[config.mk]
export PLATFORM = sky130hd
export DESIGN_NAME = resource_routing
export DESIGN_NICKNAME = d
export VERILOG_FILES = /design/src/verilog/resource_routing_pkg.sv /design/src/verilog/resource_routing.sv
export SDC_FILE = /design/constraint.sdc
export NUM_CORES = 1
export LEC_CHECK = 0
export CORE_AREA = 4 4 178 180
export CTS_CLUSTER_DIAMETER = 80
export DETAILED_ROUTE_END_ITERATION = 7
export DIE_AREA = 0 0 182 184
export DONT_BUFFER_PORTS = 1
export PLACE_DENSITY = 0.88
export SYNTH_ARGS = -nofsm -noshare
export SYNTH_HDL_FRONTEND = slang
export SYNTH_SLANG_ARGS = --single-unit
[constraint.sdc]
create_clock -name aclk -period 5.2 [get_ports aclk]
set_input_delay 0.26 -clock aclk [delete_from_list [all_inputs] [get_ports aclk]]
set_output_delay 0.26 -clock aclk [all_outputs]
set_load 0.02 [all_outputs]
[src/verilog/resource_routing_pkg.sv]
package resource_routing_pkg;

	// ***************************************************
	// logical devices and configuration indexes
	// ***************************************************
	localparam int unsigned NDEV    = 6;
	localparam int unsigned DEV_FDC = 0;
	localparam int unsigned DEV_PP  = 1;
	localparam int unsigned DEV_SP1 = 2;
	localparam int unsigned DEV_SP2 = 3;
	localparam int unsigned DEV_KBD = 4;
	localparam int unsigned DEV_PM  = 5;

	localparam logic [5:0][7:0] LDN_NUM = {8'h0a, 8'h07, 8'h05, 8'h04, 8'h03, 8'h00};
	localparam logic [5:0] RELOCATABLE = 6'b101111;
	localparam logic [5:0] HAS_DMA     = 6'b001011;

	localparam logic [7:0] IDX_LDN     = 8'h07;
	localparam logic [7:0] IDX_PWR     = 8'h22;
	localparam logic [7:0] IDX_ACT     = 8'h30;
	localparam logic [7:0] IDX_BASE_HI = 8'h60;
	localparam logic [7:0] IDX_BASE_LO = 8'h61;
	localparam logic [7:0] IDX_IRQ     = 8'h70;
	localparam logic [7:0] IDX_DMA     = 8'h74;

	// ***************************************************
	// reset values
	// ***************************************************
	localparam logic [7:0]  LDN_RST     = 8'h00;
	localparam logic [15:0] BASE_RST    = 16'h0000;
	localparam logic [3:0]  IRQ_SEL_RST = 4'h0;
	localparam logic [2:0]  DMA_SEL_RST = 3'h4;

	// ***************************************************
	// address ranges and offsets
	// ***************************************************
	localparam logic [15:0] STD_MIN     = 16'h0100;
	localparam logic [15:0] STD_MAX     = 16'h0ff8;
	localparam logic [15:0] PP_MAX      = 16'h0ffc;
	localparam logic [15:0] PM_MAX      = 16'h0fe7;
	localparam logic [15:0] PM_SPAN     = 16'h0018;
	localparam logic [11:0] PP_EXT_OFS  = 12'h400;
	localparam logic [11:0] PP_EXT_LAST = 12'h402;
	localparam logic [11:0] KBD_DATA    = 12'h060;
	localparam logic [11:0] KBD_CMD_OFS = 12'h004;

	localparam logic [2:0] ECP_FIFO = 3'b010;
	localparam logic [2:0] ECP_ECP  = 3'b011;
	localparam logic [2:0] ECP_TEST = 3'b110;

	localparam logic [1:0] RESP_OKAY   = 2'b00;
	localparam logic [1:0] RESP_SLVERR = 2'b10;

	// ***************************************************
	// carriers
	// ***************************************************
	typedef struct packed {
		logic            floppy_dma_enable;
		logic            printer_irq_enable;
		logic            ecp_mode_on;
		logic [2:0]      ecp_mode;
		logic            ecp_service_interrupt;
		logic            ecp_dma_enable;
		logic [1:0][3:0] uart_int_enable_reg;
		logic [1:0]      modem_aux_output_two;
		logic            uart2_dma_enable;
		logic            kbd_irq_enable;
	} func_status_t;

	typedef struct packed {
		logic [5:0] irq;
		logic [5:0] drq;
	} func_req_t;

	typedef struct packed {
		logic [11:0]      a_sync1;
		logic [11:0]      a_sync2;
		logic             s_sync1;
		logic             s_sync2;
		logic [3:0]       k_sync1;
		logic [3:0]       k_sync2;
		logic [7:0]       ldn;
		logic [5:0]       act;
		logic [5:0][15:0] base;
		logic [5:0][3:0]  irq_sel;
		logic [5:0][2:0]  dma_sel;
		logic             aw_held;
		logic [11:0]      awaddr;
		logic             w_held;
		logic [7:0]       wdata;
		logic             wstrb0;
		logic             bvalid;
		logic [1:0]       bresp;
		logic             rvalid;
		logic [7:0]       rdata;
		logic [1:0]       rresp;
		logic [5:0]       io_sel;
		logic [11:0]      io_offset;
		logic [15:0]      irq_out;
		logic [15:0]      irq_oe;
		logic [3:0]       drq_out;
		logic [3:0]       drq_oe;
		logic [5:0]       dack_dev;
		logic             epp_ok;
	} state_t;

endpackage

[src/verilog/resource_routing.sv]
// Chosen here: the AXI4-Lite slave port.
`timescale 1ns/1ps
`default_nettype none

module resource_routing (
	input  wire logic                                aclk,
	input  wire logic                                aresetn,
	input  wire logic [11:0]                         s_axi_awaddr,
	input  wire logic                                s_axi_awvalid,
	output logic                                     s_axi_awready,
	input  wire logic [31:0]                         s_axi_wdata,
	input  wire logic [3:0]                          s_axi_wstrb,
	input  wire logic                                s_axi_wvalid,
	output logic                                     s_axi_wready,
	output logic [1:0]                               s_axi_bresp,
	output logic                                     s_axi_bvalid,
	input  wire logic                                s_axi_bready,
	input  wire logic [11:0]                         s_axi_araddr,
	input  wire logic                                s_axi_arvalid,
	output logic                                     s_axi_arready,
	output logic [31:0]                              s_axi_rdata,
	output logic [1:0]                               s_axi_rresp,
	output logic                                     s_axi_rvalid,
	input  wire logic                                s_axi_rready,
	input  wire logic [11:0]                         io_addr,
	input  wire logic                                io_strobe,
	input  wire logic [3:0]                          dack_pins,
	input  wire resource_routing_pkg::func_status_t  status,
	input  wire resource_routing_pkg::func_req_t     req,
	output logic [5:0]                               io_sel,
	output logic [11:0]                              io_offset,
	output logic [5:0]                               dev_powered,
	output logic                                     epp_ok,
	output logic [15:0]                              irq_out,
	output logic [15:0]                              irq_oe,
	output logic [3:0]                               drq_out,
	output logic [3:0]                               drq_oe,
	output logic [5:0]                               dack_dev
);

	// ***************************************************
	// state
	// ***************************************************
	resource_routing_pkg::state_t q;
	resource_routing_pkg::state_t d;

	logic [5:0]       base_valid;
	logic [5:0]       dev_on;
	logic [5:0]       addr_hit;
	logic [5:0][11:0] rel;
	logic [5:0]       irq_en;
	logic [5:0]       dma_en;
	logic             wr_fire;
	logic [3:0]       cur_w;
	logic [3:0]       cur_r;

	function automatic logic [3:0] find_dev(input logic [7:0] ldn);
		logic [3:0] r;
		r = 4'h0;
		for (int i = 0; i < resource_routing_pkg::NDEV; i++) begin
			if (resource_routing_pkg::LDN_NUM[i] == ldn) begin
				r = {1'b1, 3'(i)};
			end
		end
		return r;
	endfunction

	function automatic logic base_ok(input int unsigned dv, input logic [15:0] b);
		logic r;
		r = 1'b0;
		case (dv)
			resource_routing_pkg::DEV_PP: begin
				r = (b >= resource_routing_pkg::STD_MIN) && (b <= resource_routing_pkg::PP_MAX)
					&& (b[1:0] == 2'h0);
			end
			resource_routing_pkg::DEV_KBD: begin
				r = 1'b1;
			end
			resource_routing_pkg::DEV_PM: begin
				r = (b <= resource_routing_pkg::PM_MAX)
					&& ((b % resource_routing_pkg::PM_SPAN) == 16'h0000);
			end
			default: begin
				r = (b >= resource_routing_pkg::STD_MIN) && (b <= resource_routing_pkg::STD_MAX)
					&& (b[2:0] == 3'h0);
			end
		endcase
		return r;
	endfunction

	function automatic logic match(input int unsigned dv, input logic [11:0] a,
			input logic [15:0] b, input logic [11:0] r);
		logic m;
		m = 1'b0;
		case (dv)
			resource_routing_pkg::DEV_PP: begin
				// a 4-aligned base only gets the first four offsets; enhanced needs eight
				m = (b[2] ? (a[11:2] == b[11:2]) : (a[11:3] == b[11:3]))
					|| ((r >= resource_routing_pkg::PP_EXT_OFS)
					&& (r <= resource_routing_pkg::PP_EXT_LAST));
			end
			resource_routing_pkg::DEV_KBD: begin
				m = (a == resource_routing_pkg::KBD_DATA) || (a == resource_routing_pkg::KBD_DATA
					+ resource_routing_pkg::KBD_CMD_OFS);
			end
			resource_routing_pkg::DEV_PM: begin
				m = ({4'h0, r} < resource_routing_pkg::PM_SPAN);
			end
			default: begin
				m = (a[11:3] == b[11:3]);
			end
		endcase
		return m;
	endfunction

	function automatic logic [7:0] reg_read(input logic [7:0] idx, input logic [3:0] c,
			input resource_routing_pkg::state_t s);
		logic [7:0] v;
		v = 8'h00;
		case (idx)
			resource_routing_pkg::IDX_LDN: v = s.ldn;
			resource_routing_pkg::IDX_PWR: v = {2'h0, s.act};
			resource_routing_pkg::IDX_ACT: v = c[3] ? {7'h00, s.act[c[2:0]]} : 8'h00;
			resource_routing_pkg::IDX_BASE_HI: v = c[3] ? s.base[c[2:0]][15:8] : 8'h00;
			resource_routing_pkg::IDX_BASE_LO: v = c[3] ? s.base[c[2:0]][7:0] : 8'h00;
			resource_routing_pkg::IDX_IRQ: v = c[3] ? {4'h0, s.irq_sel[c[2:0]]} : 8'h00;
			resource_routing_pkg::IDX_DMA: v = c[3] ? {5'h00, s.dma_sel[c[2:0]]} : 8'h00;
			default: v = 8'h00;
		endcase
		return v;
	endfunction

	// ***************************************************
	// per-device decode
	// ***************************************************
	generate
		for (genvar g = 0; g < resource_routing_pkg::NDEV; g++) begin : g_dev
			// 12-bit difference: upper host bits never take part
			assign rel[g] = q.a_sync2 - q.base[g][11:0];
			assign base_valid[g] = base_ok(g, q.base[g]);
			assign dev_on[g] = q.act[g] && base_valid[g];
			assign addr_hit[g] = dev_on[g] && q.s_sync2 && match(g, q.a_sync2, q.base[g], rel[g]);
		end
	endgenerate

	// ***************************************************
	// function enables
	// ***************************************************
	always_comb begin
		logic pp_on;
		pp_on = (status.ecp_mode == resource_routing_pkg::ECP_FIFO)
			|| (status.ecp_mode == resource_routing_pkg::ECP_ECP)
			|| (status.ecp_mode == resource_routing_pkg::ECP_TEST);
		irq_en = 6'h00;
		dma_en = 6'h00;
		irq_en[resource_routing_pkg::DEV_FDC] = status.floppy_dma_enable;
		if (status.ecp_mode_on) begin
			irq_en[resource_routing_pkg::DEV_PP] = (pp_on || status.printer_irq_enable)
				&& !status.ecp_service_interrupt;
		end else begin
			irq_en[resource_routing_pkg::DEV_PP] = status.printer_irq_enable;
		end
		irq_en[resource_routing_pkg::DEV_SP1] = (|status.uart_int_enable_reg[0])
			&& status.modem_aux_output_two[0];
		irq_en[resource_routing_pkg::DEV_SP2] = (|status.uart_int_enable_reg[1])
			&& status.modem_aux_output_two[1];
		irq_en[resource_routing_pkg::DEV_KBD] = status.kbd_irq_enable;
		irq_en[resource_routing_pkg::DEV_PM] = 1'b1;
		dma_en[resource_routing_pkg::DEV_FDC] = status.floppy_dma_enable;
		dma_en[resource_routing_pkg::DEV_PP] = status.ecp_dma_enable;
		dma_en[resource_routing_pkg::DEV_SP2] = status.uart2_dma_enable;
		for (int i = 0; i < resource_routing_pkg::NDEV; i++) begin
			// activate and base checks stack on top of the function's own bits
			irq_en[i] = irq_en[i] && dev_on[i] && (q.irq_sel[i] != 4'h0);
			dma_en[i] = dma_en[i] && dev_on[i] && resource_routing_pkg::HAS_DMA[i]
				&& !q.dma_sel[i][2];
		end
	end

	// ***************************************************
	// bus slave and next state
	// ***************************************************
	assign s_axi_awready = !q.aw_held;
	assign s_axi_wready  = !q.w_held;
	assign s_axi_arready = !q.rvalid;
	assign wr_fire       = q.aw_held && q.w_held && !q.bvalid;
	assign cur_w         = find_dev(q.ldn);
	assign cur_r         = find_dev(q.ldn);

	always_comb begin
		logic [7:0] idx;
		logic [2:0] c;
		idx = q.awaddr[9:2];
		c = cur_w[2:0];
		d = q;
		// host pins are asynchronous; the host holds the address through the strobe
		d.a_sync1 = io_addr;
		d.a_sync2 = q.a_sync1;
		d.s_sync1 = io_strobe;
		d.s_sync2 = q.s_sync1;
		d.k_sync1 = dack_pins;
		d.k_sync2 = q.k_sync1;
		if (s_axi_awvalid && !q.aw_held) begin
			d.aw_held = 1'b1;
			d.awaddr = s_axi_awaddr;
		end
		if (s_axi_wvalid && !q.w_held) begin
			d.w_held = 1'b1;
			d.wdata = s_axi_wdata[7:0];
			d.wstrb0 = s_axi_wstrb[0];
		end
		if (q.bvalid && s_axi_bready) begin
			d.bvalid = 1'b0;
		end
		if (wr_fire) begin
			d.aw_held = 1'b0;
			d.w_held = 1'b0;
			d.bvalid = 1'b1;
			d.bresp = (q.awaddr[11:10] != 2'h0) ? resource_routing_pkg::RESP_SLVERR
				: resource_routing_pkg::RESP_OKAY;
			if (q.awaddr[11:10] == 2'h0 && q.wstrb0) begin
				case (idx)
					resource_routing_pkg::IDX_LDN: d.ldn = q.wdata;
					// one stored bit per device serves both activate and power control
					resource_routing_pkg::IDX_PWR: d.act = q.wdata[5:0];
					resource_routing_pkg::IDX_ACT: begin
						if (cur_w[3]) begin
							d.act[c] = q.wdata[0];
						end
					end
					resource_routing_pkg::IDX_BASE_HI: begin
						if (cur_w[3] && resource_routing_pkg::RELOCATABLE[c]) begin
							d.base[c][15:8] = q.wdata;
						end
					end
					resource_routing_pkg::IDX_BASE_LO: begin
						if (cur_w[3] && resource_routing_pkg::RELOCATABLE[c]) begin
							d.base[c][7:0] = q.wdata;
						end
					end
					resource_routing_pkg::IDX_IRQ: begin
						if (cur_w[3]) begin
							d.irq_sel[c] = q.wdata[3:0];
						end
					end
					resource_routing_pkg::IDX_DMA: begin
						if (cur_w[3] && resource_routing_pkg::HAS_DMA[c]) begin
							d.dma_sel[c] = q.wdata[2:0];
						end
					end
					default: begin
					end
				endcase
			end
		end
		if (q.rvalid && s_axi_rready) begin
			d.rvalid = 1'b0;
		end
		if (s_axi_arvalid && !q.rvalid) begin
			d.rvalid = 1'b1;
			d.rresp = (s_axi_araddr[11:10] != 2'h0) ? resource_routing_pkg::RESP_SLVERR
				: resource_routing_pkg::RESP_OKAY;
			d.rdata = (s_axi_araddr[11:10] != 2'h0) ? 8'h00
				: reg_read(s_axi_araddr[9:2], cur_r, q);
		end
		// host decode: at most one device matches a legal configuration
		d.io_sel = addr_hit;
		d.io_offset = 12'h000;
		for (int i = 0; i < resource_routing_pkg::NDEV; i++) begin
			if (addr_hit[i]) begin
				d.io_offset = (i == resource_routing_pkg::DEV_KBD)
					? q.a_sync2 - resource_routing_pkg::KBD_DATA : rel[i];
			end
		end
		d.epp_ok = dev_on[resource_routing_pkg::DEV_PP]
			&& (q.base[resource_routing_pkg::DEV_PP][2:0] == 3'h0);
		// pins nobody selects keep their enable low and float outside
		d.irq_out = 16'h0000;
		d.irq_oe = 16'h0000;
		d.drq_out = 4'h0;
		d.drq_oe = 4'h0;
		d.dack_dev = 6'h00;
		for (int i = 0; i < resource_routing_pkg::NDEV; i++) begin
			if (irq_en[i]) begin
				d.irq_oe[q.irq_sel[i]] = 1'b1;
				d.irq_out[q.irq_sel[i]] = d.irq_out[q.irq_sel[i]] | req.irq[i];
			end
			if (dma_en[i]) begin
				d.drq_oe[q.dma_sel[i][1:0]] = 1'b1;
				d.drq_out[q.dma_sel[i][1:0]] = d.drq_out[q.dma_sel[i][1:0]] | req.drq[i];
				d.dack_dev[i] = q.k_sync2[q.dma_sel[i][1:0]];
			end
		end
	end

	always_ff @(posedge aclk) begin
		if (!aresetn) begin
			q <= '0;
			q.ldn <= resource_routing_pkg::LDN_RST;
			for (int i = 0; i < resource_routing_pkg::NDEV; i++) begin
				q.base[i] <= resource_routing_pkg::BASE_RST;
				q.irq_sel[i] <= resource_routing_pkg::IRQ_SEL_RST;
				q.dma_sel[i] <= resource_routing_pkg::DMA_SEL_RST;
			end
		end else begin
			q <= d;
		end
	end

	// ***************************************************
	// outputs
	// ***************************************************
	assign s_axi_bvalid = q.bvalid;
	assign s_axi_bresp  = q.bresp;
	assign s_axi_rvalid = q.rvalid;
	assign s_axi_rresp  = q.rresp;
	assign s_axi_rdata  = {24'h000000, q.rdata};
	assign io_sel       = q.io_sel;
	assign io_offset    = q.io_offset;
	assign dev_powered  = q.act;
	assign epp_ok       = q.epp_ok;
	assign irq_out      = q.irq_out;
	assign irq_oe       = q.irq_oe;
	assign drq_out      = q.drq_out;
	assign drq_oe       = q.drq_oe;
	assign dack_dev     = q.dack_dev;
endmodule

`default_nettype wire

==> results.toml, run 1 <==
[outcome]
status = "complete, no violations"

[critical_path]
start_kind = "register"
crit_path_frequent_cell = "buf_4"
crit_type = "reg2reg"
crit_path_max_incr_delay_ns = 0.71
cp.required_ns = 5.66
critPathMaxFanout = 9
cp.arrival_ns = 5.48
path_buf_inv = 4
crit_family = "compound AO/OA/AOI/OAI gates"
cp_cell_sequence = "or4_1 -> nand3_1 -> nor3_2 -> buf_4 -> buf_4 -> a32oi_1 -> o2bb2ai_1 -> a211o_1 -> buf_4 -> a21oi_4 -> nand3_2 -> a32oi_4 -> a41oi_2 -> a31oi_4 -> a21oi_2 -> a2111oi_4 -> o31ai_2 -> buf_4 -> mux2_1"
cp-end-kind = "register"
critPathSlowestCell = "or4_1"

[timing]
max_freq_ghz = 0.199
fin_crit_sh_pct = 96.5
setup_viol = 0
hold_ws_ns = 0.0205
finalMaxSlewViolations = 0
finalClockSkew_ns = 0.0212
worstMarginPinSlew_ns = 1.42
fin_crit_ns = 5.02
setup_tns_ns = 0
relSlewSlack_pct = 4.19
hold_viol_final = 0
grt_setup_unrepaired = "false"

[yosys]
synth_cells = 2488
netlist_area_sq_um = 19300
yosys.area.top_type = "dfxtp_1"
synth_ff_type = "dfxtp_1"
ys_seq_area_share_pct = 29.2
ys_warn_count = 0
ys_ff_latch = 281
synth_cell_type_count = 100
async_flop_share_pct = 0
synth_top_area_share_pct = 29.2
synth-edff-count = 0
synth_area_leaders = "dfxtp_1 29%, mux2i_1 7.6%, nor2_1 6.0%"
syn_area_per_cell_sq_um = 7.75

[detailed_routing]
avgRoutedWirePerCell_um = 24.8
drc = 0
routed_wirelength_um = 72200
ant_nets = 0
vias_per_cell = 6.85
drt_iter0_drc = 2438
drtPass1Iterations = 8
vias = 19968

[floorplan]
dieArea_sq_um = 33500
start_util_pct = 63.9
die_x_um = 182
coreArea_sq_um = 30200
ios = 228
die_h_um = 184
fp-row-count = 64

[grt]
grt_max_degree = 83
grt_pass1_wl_um = 109000
grt_overflow = 0
antenna_found_initial = 4
grt_pass1_vias = 19325
gr-usage-all-layers_pct = 40.9

[power]
peakVddDrop_uv = 277
p_leak_nw = 8.02
power.density_nw_per_um2 = 224
p_total_mw = 4.77

[cells_and_area]
nets = 2669
final_common_cell = "nor2_1"
postLayoutCellArea_sq_um = 21300
fill_cells = 2255
syn_to_final_growth_pct = 10.4
finalCoreUtilization_pct = 70.5
drive_above_1_share_pct = 12.4
layout_common_cells = "307 x nor2_1, 281 x dfxtp_1, 263 x nand2_1"

[clocking]
clk_latency_ns = 0.58
clk_pin_slew_ns = 0.06
clk_path_buf_depth = 3
cts_tree = "done"
numClockSinks = 281
numCtsBuffers = 30
h-tree-depth = 1
cts-root-buf = "clkbuf_16"

[job]
cap_violations = 0

[place]
globalplace.congestion = 1.00
dpl-instance-area_sq_um = 19700
numPortBuffers = 0
dpl.hpwl_um = 52300

[min_path]
min-delay-path-class = "in2reg"
==> state kept, by name (all words and copies together), names as in the netlist, 3 cells and up <==
register,flops
d,17
drq_oe,4
s_axi_rdata,8
irq_oe,16
irq_out,16
drq_out,4
q,184
io_offset,12
io_sel,6
dack_dev,3
dev_powered,6
==> path summary, 6_finish.rpt <==
kind                                           from               endpoint  slack, ns  cells past startpoint
worst max-delay path            q[169]$_SDFFE_PN0P_  irq_out[9]$_SDFF_PN0_       0.18                     19
worst min-delay path                        aresetn    q[104]$_SDFFE_PN1P_       0.02                      2
worst max register to register  q[169]$_SDFFE_PN0P_  irq_out[9]$_SDFF_PN0_       0.18                     19
worst min register to register    d[269]$_SDFF_PN0_      q[269]$_SDFF_PN0_       0.43                      1
==> where the power goes <==
part	internal, mW	total [mW]	switching (mW)
clock network	1.24	2.16	0.922
registers	2.18	2.23	0.0541
logic	0.148	0.374	0.227
==> routing by layer <==
| layer | GRT usage [%] | wire (um) |
|---|---|---|
| met1 | 46.5 | 25300 |
| met2 | 67.4 | 32800 |
| met3 | 8.33 | 7050 |
| met4 | 31.5 | 7000 |
| met5 | 0 | 30 |
==> through the flow <==
| step | setup slack, ns | instances |
|---|---|---|
| after floorplan | 1.01 | 2518 |
| after global placement | 0.199 | 2805 |
| after detailed placement | 0.150 | 2805 |
| after CTS | 0.121 | 2908 |
| after global routing | 0.0377 | 2912 |
| final | 0.181 | 2913 |
==> cells in the mapped netlist, types with 11 or more instances <==
cell type  number
or4_1          17
o22ai_1        14
xnor2_1        19
and3_1         21
nand2b_1       26
nand3b_1       16
clkbuf_1      132
buf_2          14
and2_1         77
nor3b_1        12
o21a_1         16
mux2i_1       146
or2_2          11
o21ai_0        66
a31oi_1        50
inv_1          95
buf_4         106
ha_1           56
a21o_1         26
nor4_1         41
nand3_1        77
nand2_1       263
nor2_1        307
nand4_1        34
buf_1          13
xor2_1         22
o221ai_1       27
dfxtp_1       281
a211oi_1       20
o211ai_1       13
a21oi_1       151
nor3_1         37
mux2_2         19
nor2b_1        46
==> area by class of cell <==
class	instances	area, sq um	area share [%]
clock buffer	40	840	3.94
timing repair buffer	208	1740	8.15
inverter	96	363	1.70
clock inverter	15	151	0.711
antenna	2	5.00	0.0235
tap	396	495	2.33
multi-input combinational	1875	12100	56.7
sequential	281	5630	26.4
==> what timing repair did <==
action | 4_1_cts | 5_1_grt
endpoints found under the setup margin | 0 | 12
gates resized for setup | 0 | 9
hold endpoints to repair | 112 | 0
hold buffers | 48 | 0
buffers inserted | 0 | 2
==> cells by family after synthesis <==
family	Yosys count	synth area share [%]
simple gates	1048	27.4
compound gates	519	18.7
buf+inv	363	9.29
flops	281	29.2
mux	174	9.46
fa+ha+maj	61	4.15
xor+xnor	41	1.86
other cells	1	0.0194
==> worst register-to-register path, stage by stage, from the launching register on <==
cell	delay (ns)
dfxtp_1	0.32
or4_1	0.71
nand3_1	0.21
nor3_2	0.07
buf_4	0.20
buf_4	0.15
a32oi_1	0.20
o2bb2ai_1	0.10
a211o_1	0.34
buf_4	0.17
a21oi_4	0.28
nand3_2	0.15
a32oi_4	0.44
a41oi_2	0.22
a31oi_4	0.27
a21oi_2	0.12
a2111oi_4	0.37
o31ai_2	0.13
buf_4	0.16
mux2_1	0.28
Power figures use the tool's default switching activity.
==> inputs of run 2 (changes only) <==
- PLACE_DENSITY: 0.88 -> 0.92
==> run 2 against run 1 <==
Effect of this change: the flow now finishes with violations (DRC); clock power fell by 3%; register-to-register slack lost 0.03 ns; non-clock buffer count decreased by 12; critical endpoint is now irq_out[8]$_SDFF_PN0_; total power fell by 1.1%; clock skew shrank 0.00057 ns.
==> results.toml, run 2 (synthesis gave the netlist of run 1 again) <==
[floorplan]
fp-row-count = 64
die_x_um = 182
start_util_pct = 63.9
ios = 228
coreArea_sq_um = 30200
dieArea_sq_um = 33500
die_h_um = 184

[cells_and_area]
diodes = 0
largest_register_ffs = 184
final_common_cell = "nor2_1"
postLayoutCellArea_sq_um = 21200
syn_to_final_growth_pct = 9.81
drive_above_1_share_pct = 11.9
regMostFlops = "q"
finalCoreUtilization_pct = 70.2
layout_common_cells = "307 x nor2_1, 281 x dfxtp_1, 263 x nand2_1"
nets = 2657
final_cells = 2897

[job]
cap_violations = 0

[grt]
grt_overflow = 0
grt_max_degree = 84
grt_pass1_wl_um = 112000
gr-usage-all-layers_pct = 42.0
grt_pass1_vias = 19768
antenna_found_initial = 1

[clocking]
numCtsBuffers = 29
clk_pin_slew_ns = 0.06
cts_tree = "done"
cts-root-buf = "clkbuf_16"
numClockSinks = 281
clk_path_buf_depth = 3
h-tree-depth = 1
clk_latency_ns = 0.56

[outcome]
violations = "DRC"
status = "finished, violations left"

[detailed_routing]
avgRoutedWirePerCell_um = 25.7
vias = 20246
drt_iter0_drc = 3000
ant_nets = 0
vias_per_cell = 6.99
drtPass1Iterations = 8
routed_wirelength_um = 74500
drc = 33

[timing]
max_freq_ghz = 0.198
hold_viol_final = 0
finalMaxSlewViolations = 0
fin_crit_sh_pct = 97.2
fin_crit_ns = 5.05
setup_viol = 0
grt_setup_unrepaired = "false"
relSlewSlack_pct = 10.5
worstMarginPinSlew_ns = 1.34
setup_tns_ns = 0
finalClockSkew_ns = 0.0206

[power]
p_total_mw = 4.71
p_leak_nw = 7.95
peakVddDrop_uv = 267
power.density_nw_per_um2 = 222

[critical_path]
crit_type = "reg2reg"
cp.required_ns = 5.63
cp-end-kind = "register"
critPathMaxFanout = 7
start_kind = "register"
cp.arrival_ns = 5.49

[place]
dpl-instance-area_sq_um = 19600
globalplace.congestion = 1.05
dpl.hpwl_um = 52400
numPortBuffers = 0
dp_cells = 2793

[min_path]
min-delay-path-class = "in2reg"
## run 2: critical path: stages, from the launching register on
cell and delay (ns):
dfxtp_1 0.38, nor4_4 0.59, buf_4 0.25, nor4_1 0.06, and3_1 0.30, a32oi_1 0.18, o2bb2ai_1 0.09, a211o_1 0.35
buf_4 0.17, a21oi_2 0.42, nand3_2 0.18, a32oi_4 0.43, a41oi_2 0.22, a31oi_4 0.26, a21oi_2 0.11, a2111oi_4 0.37
o31ai_2 0.12, buf_4 0.17, mux2_1 0.28
## run 2: stage by stage
step	setup slack, ns	hold WS, ns
final	0.147	0.0463
after global routing	0.0188	0.0455
after CTS	0.0511	0.00845
after detailed placement	-0.0102	0.363
after global placement	0.0582	0.361
after floorplan	1.01	0.359
## run 2: final timing paths
check,from,end,slack (ns),cells past startpoint
setup / recovery,q[152]$_SDFFE_PN0P_,irq_out[8]$_SDFF_PN0_,0.15,18
hold / removal,s_axi_araddr[10],s_axi_rresp[1]$_SDFFE_PN0P_,0.05,2
setup reg to reg,q[152]$_SDFFE_PN0P_,irq_out[8]$_SDFF_PN0_,0.15,18
hold reg to reg,d[273]$_SDFF_PN0_,q[273]$_SDFF_PN0_,0.43,1
## run 2: final cells by class
class	count	area [sq um]
clock buffers	44	852
clock inverters	8	100
fillers	2219	9010
inverters	96	363
multi-input cells	1876	12100
flip-flops and latches	281	5630
well taps	396	495
repair buffers	196	1650
## run 2: report_power, final
group	switching, mW	total [mW]	internal, mW
Combinational	0.232	0.377	0.145
Clock	0.878	2.10	1.22
Sequential	0.0553	2.23	2.18
Total	1.17	4.71	3.55
## run 2: per-layer routing
layer	wire, um	vias up	global-route usage, %
met5	11	-	0
met4	7780	2	34.4
met3	8140	574	8.98
met2	33500	1680	68.9
met1	25100	9251	47.2
li1	-	8739	-
## run 2: what timing repair did
| action | 4_1_cts | 5_1_grt |
|---|---|---|
| setup buffers | 0 | 4 |
| setup endpoints to repair | 2 | 12 |
| hold endpoints to repair | 115 | 0 |
| hold buffers | 46 | 0 |
| gates cloned | 0 | 2 |
| pin swaps | 1 | 1 |
| resized for setup | 0 | 8 |
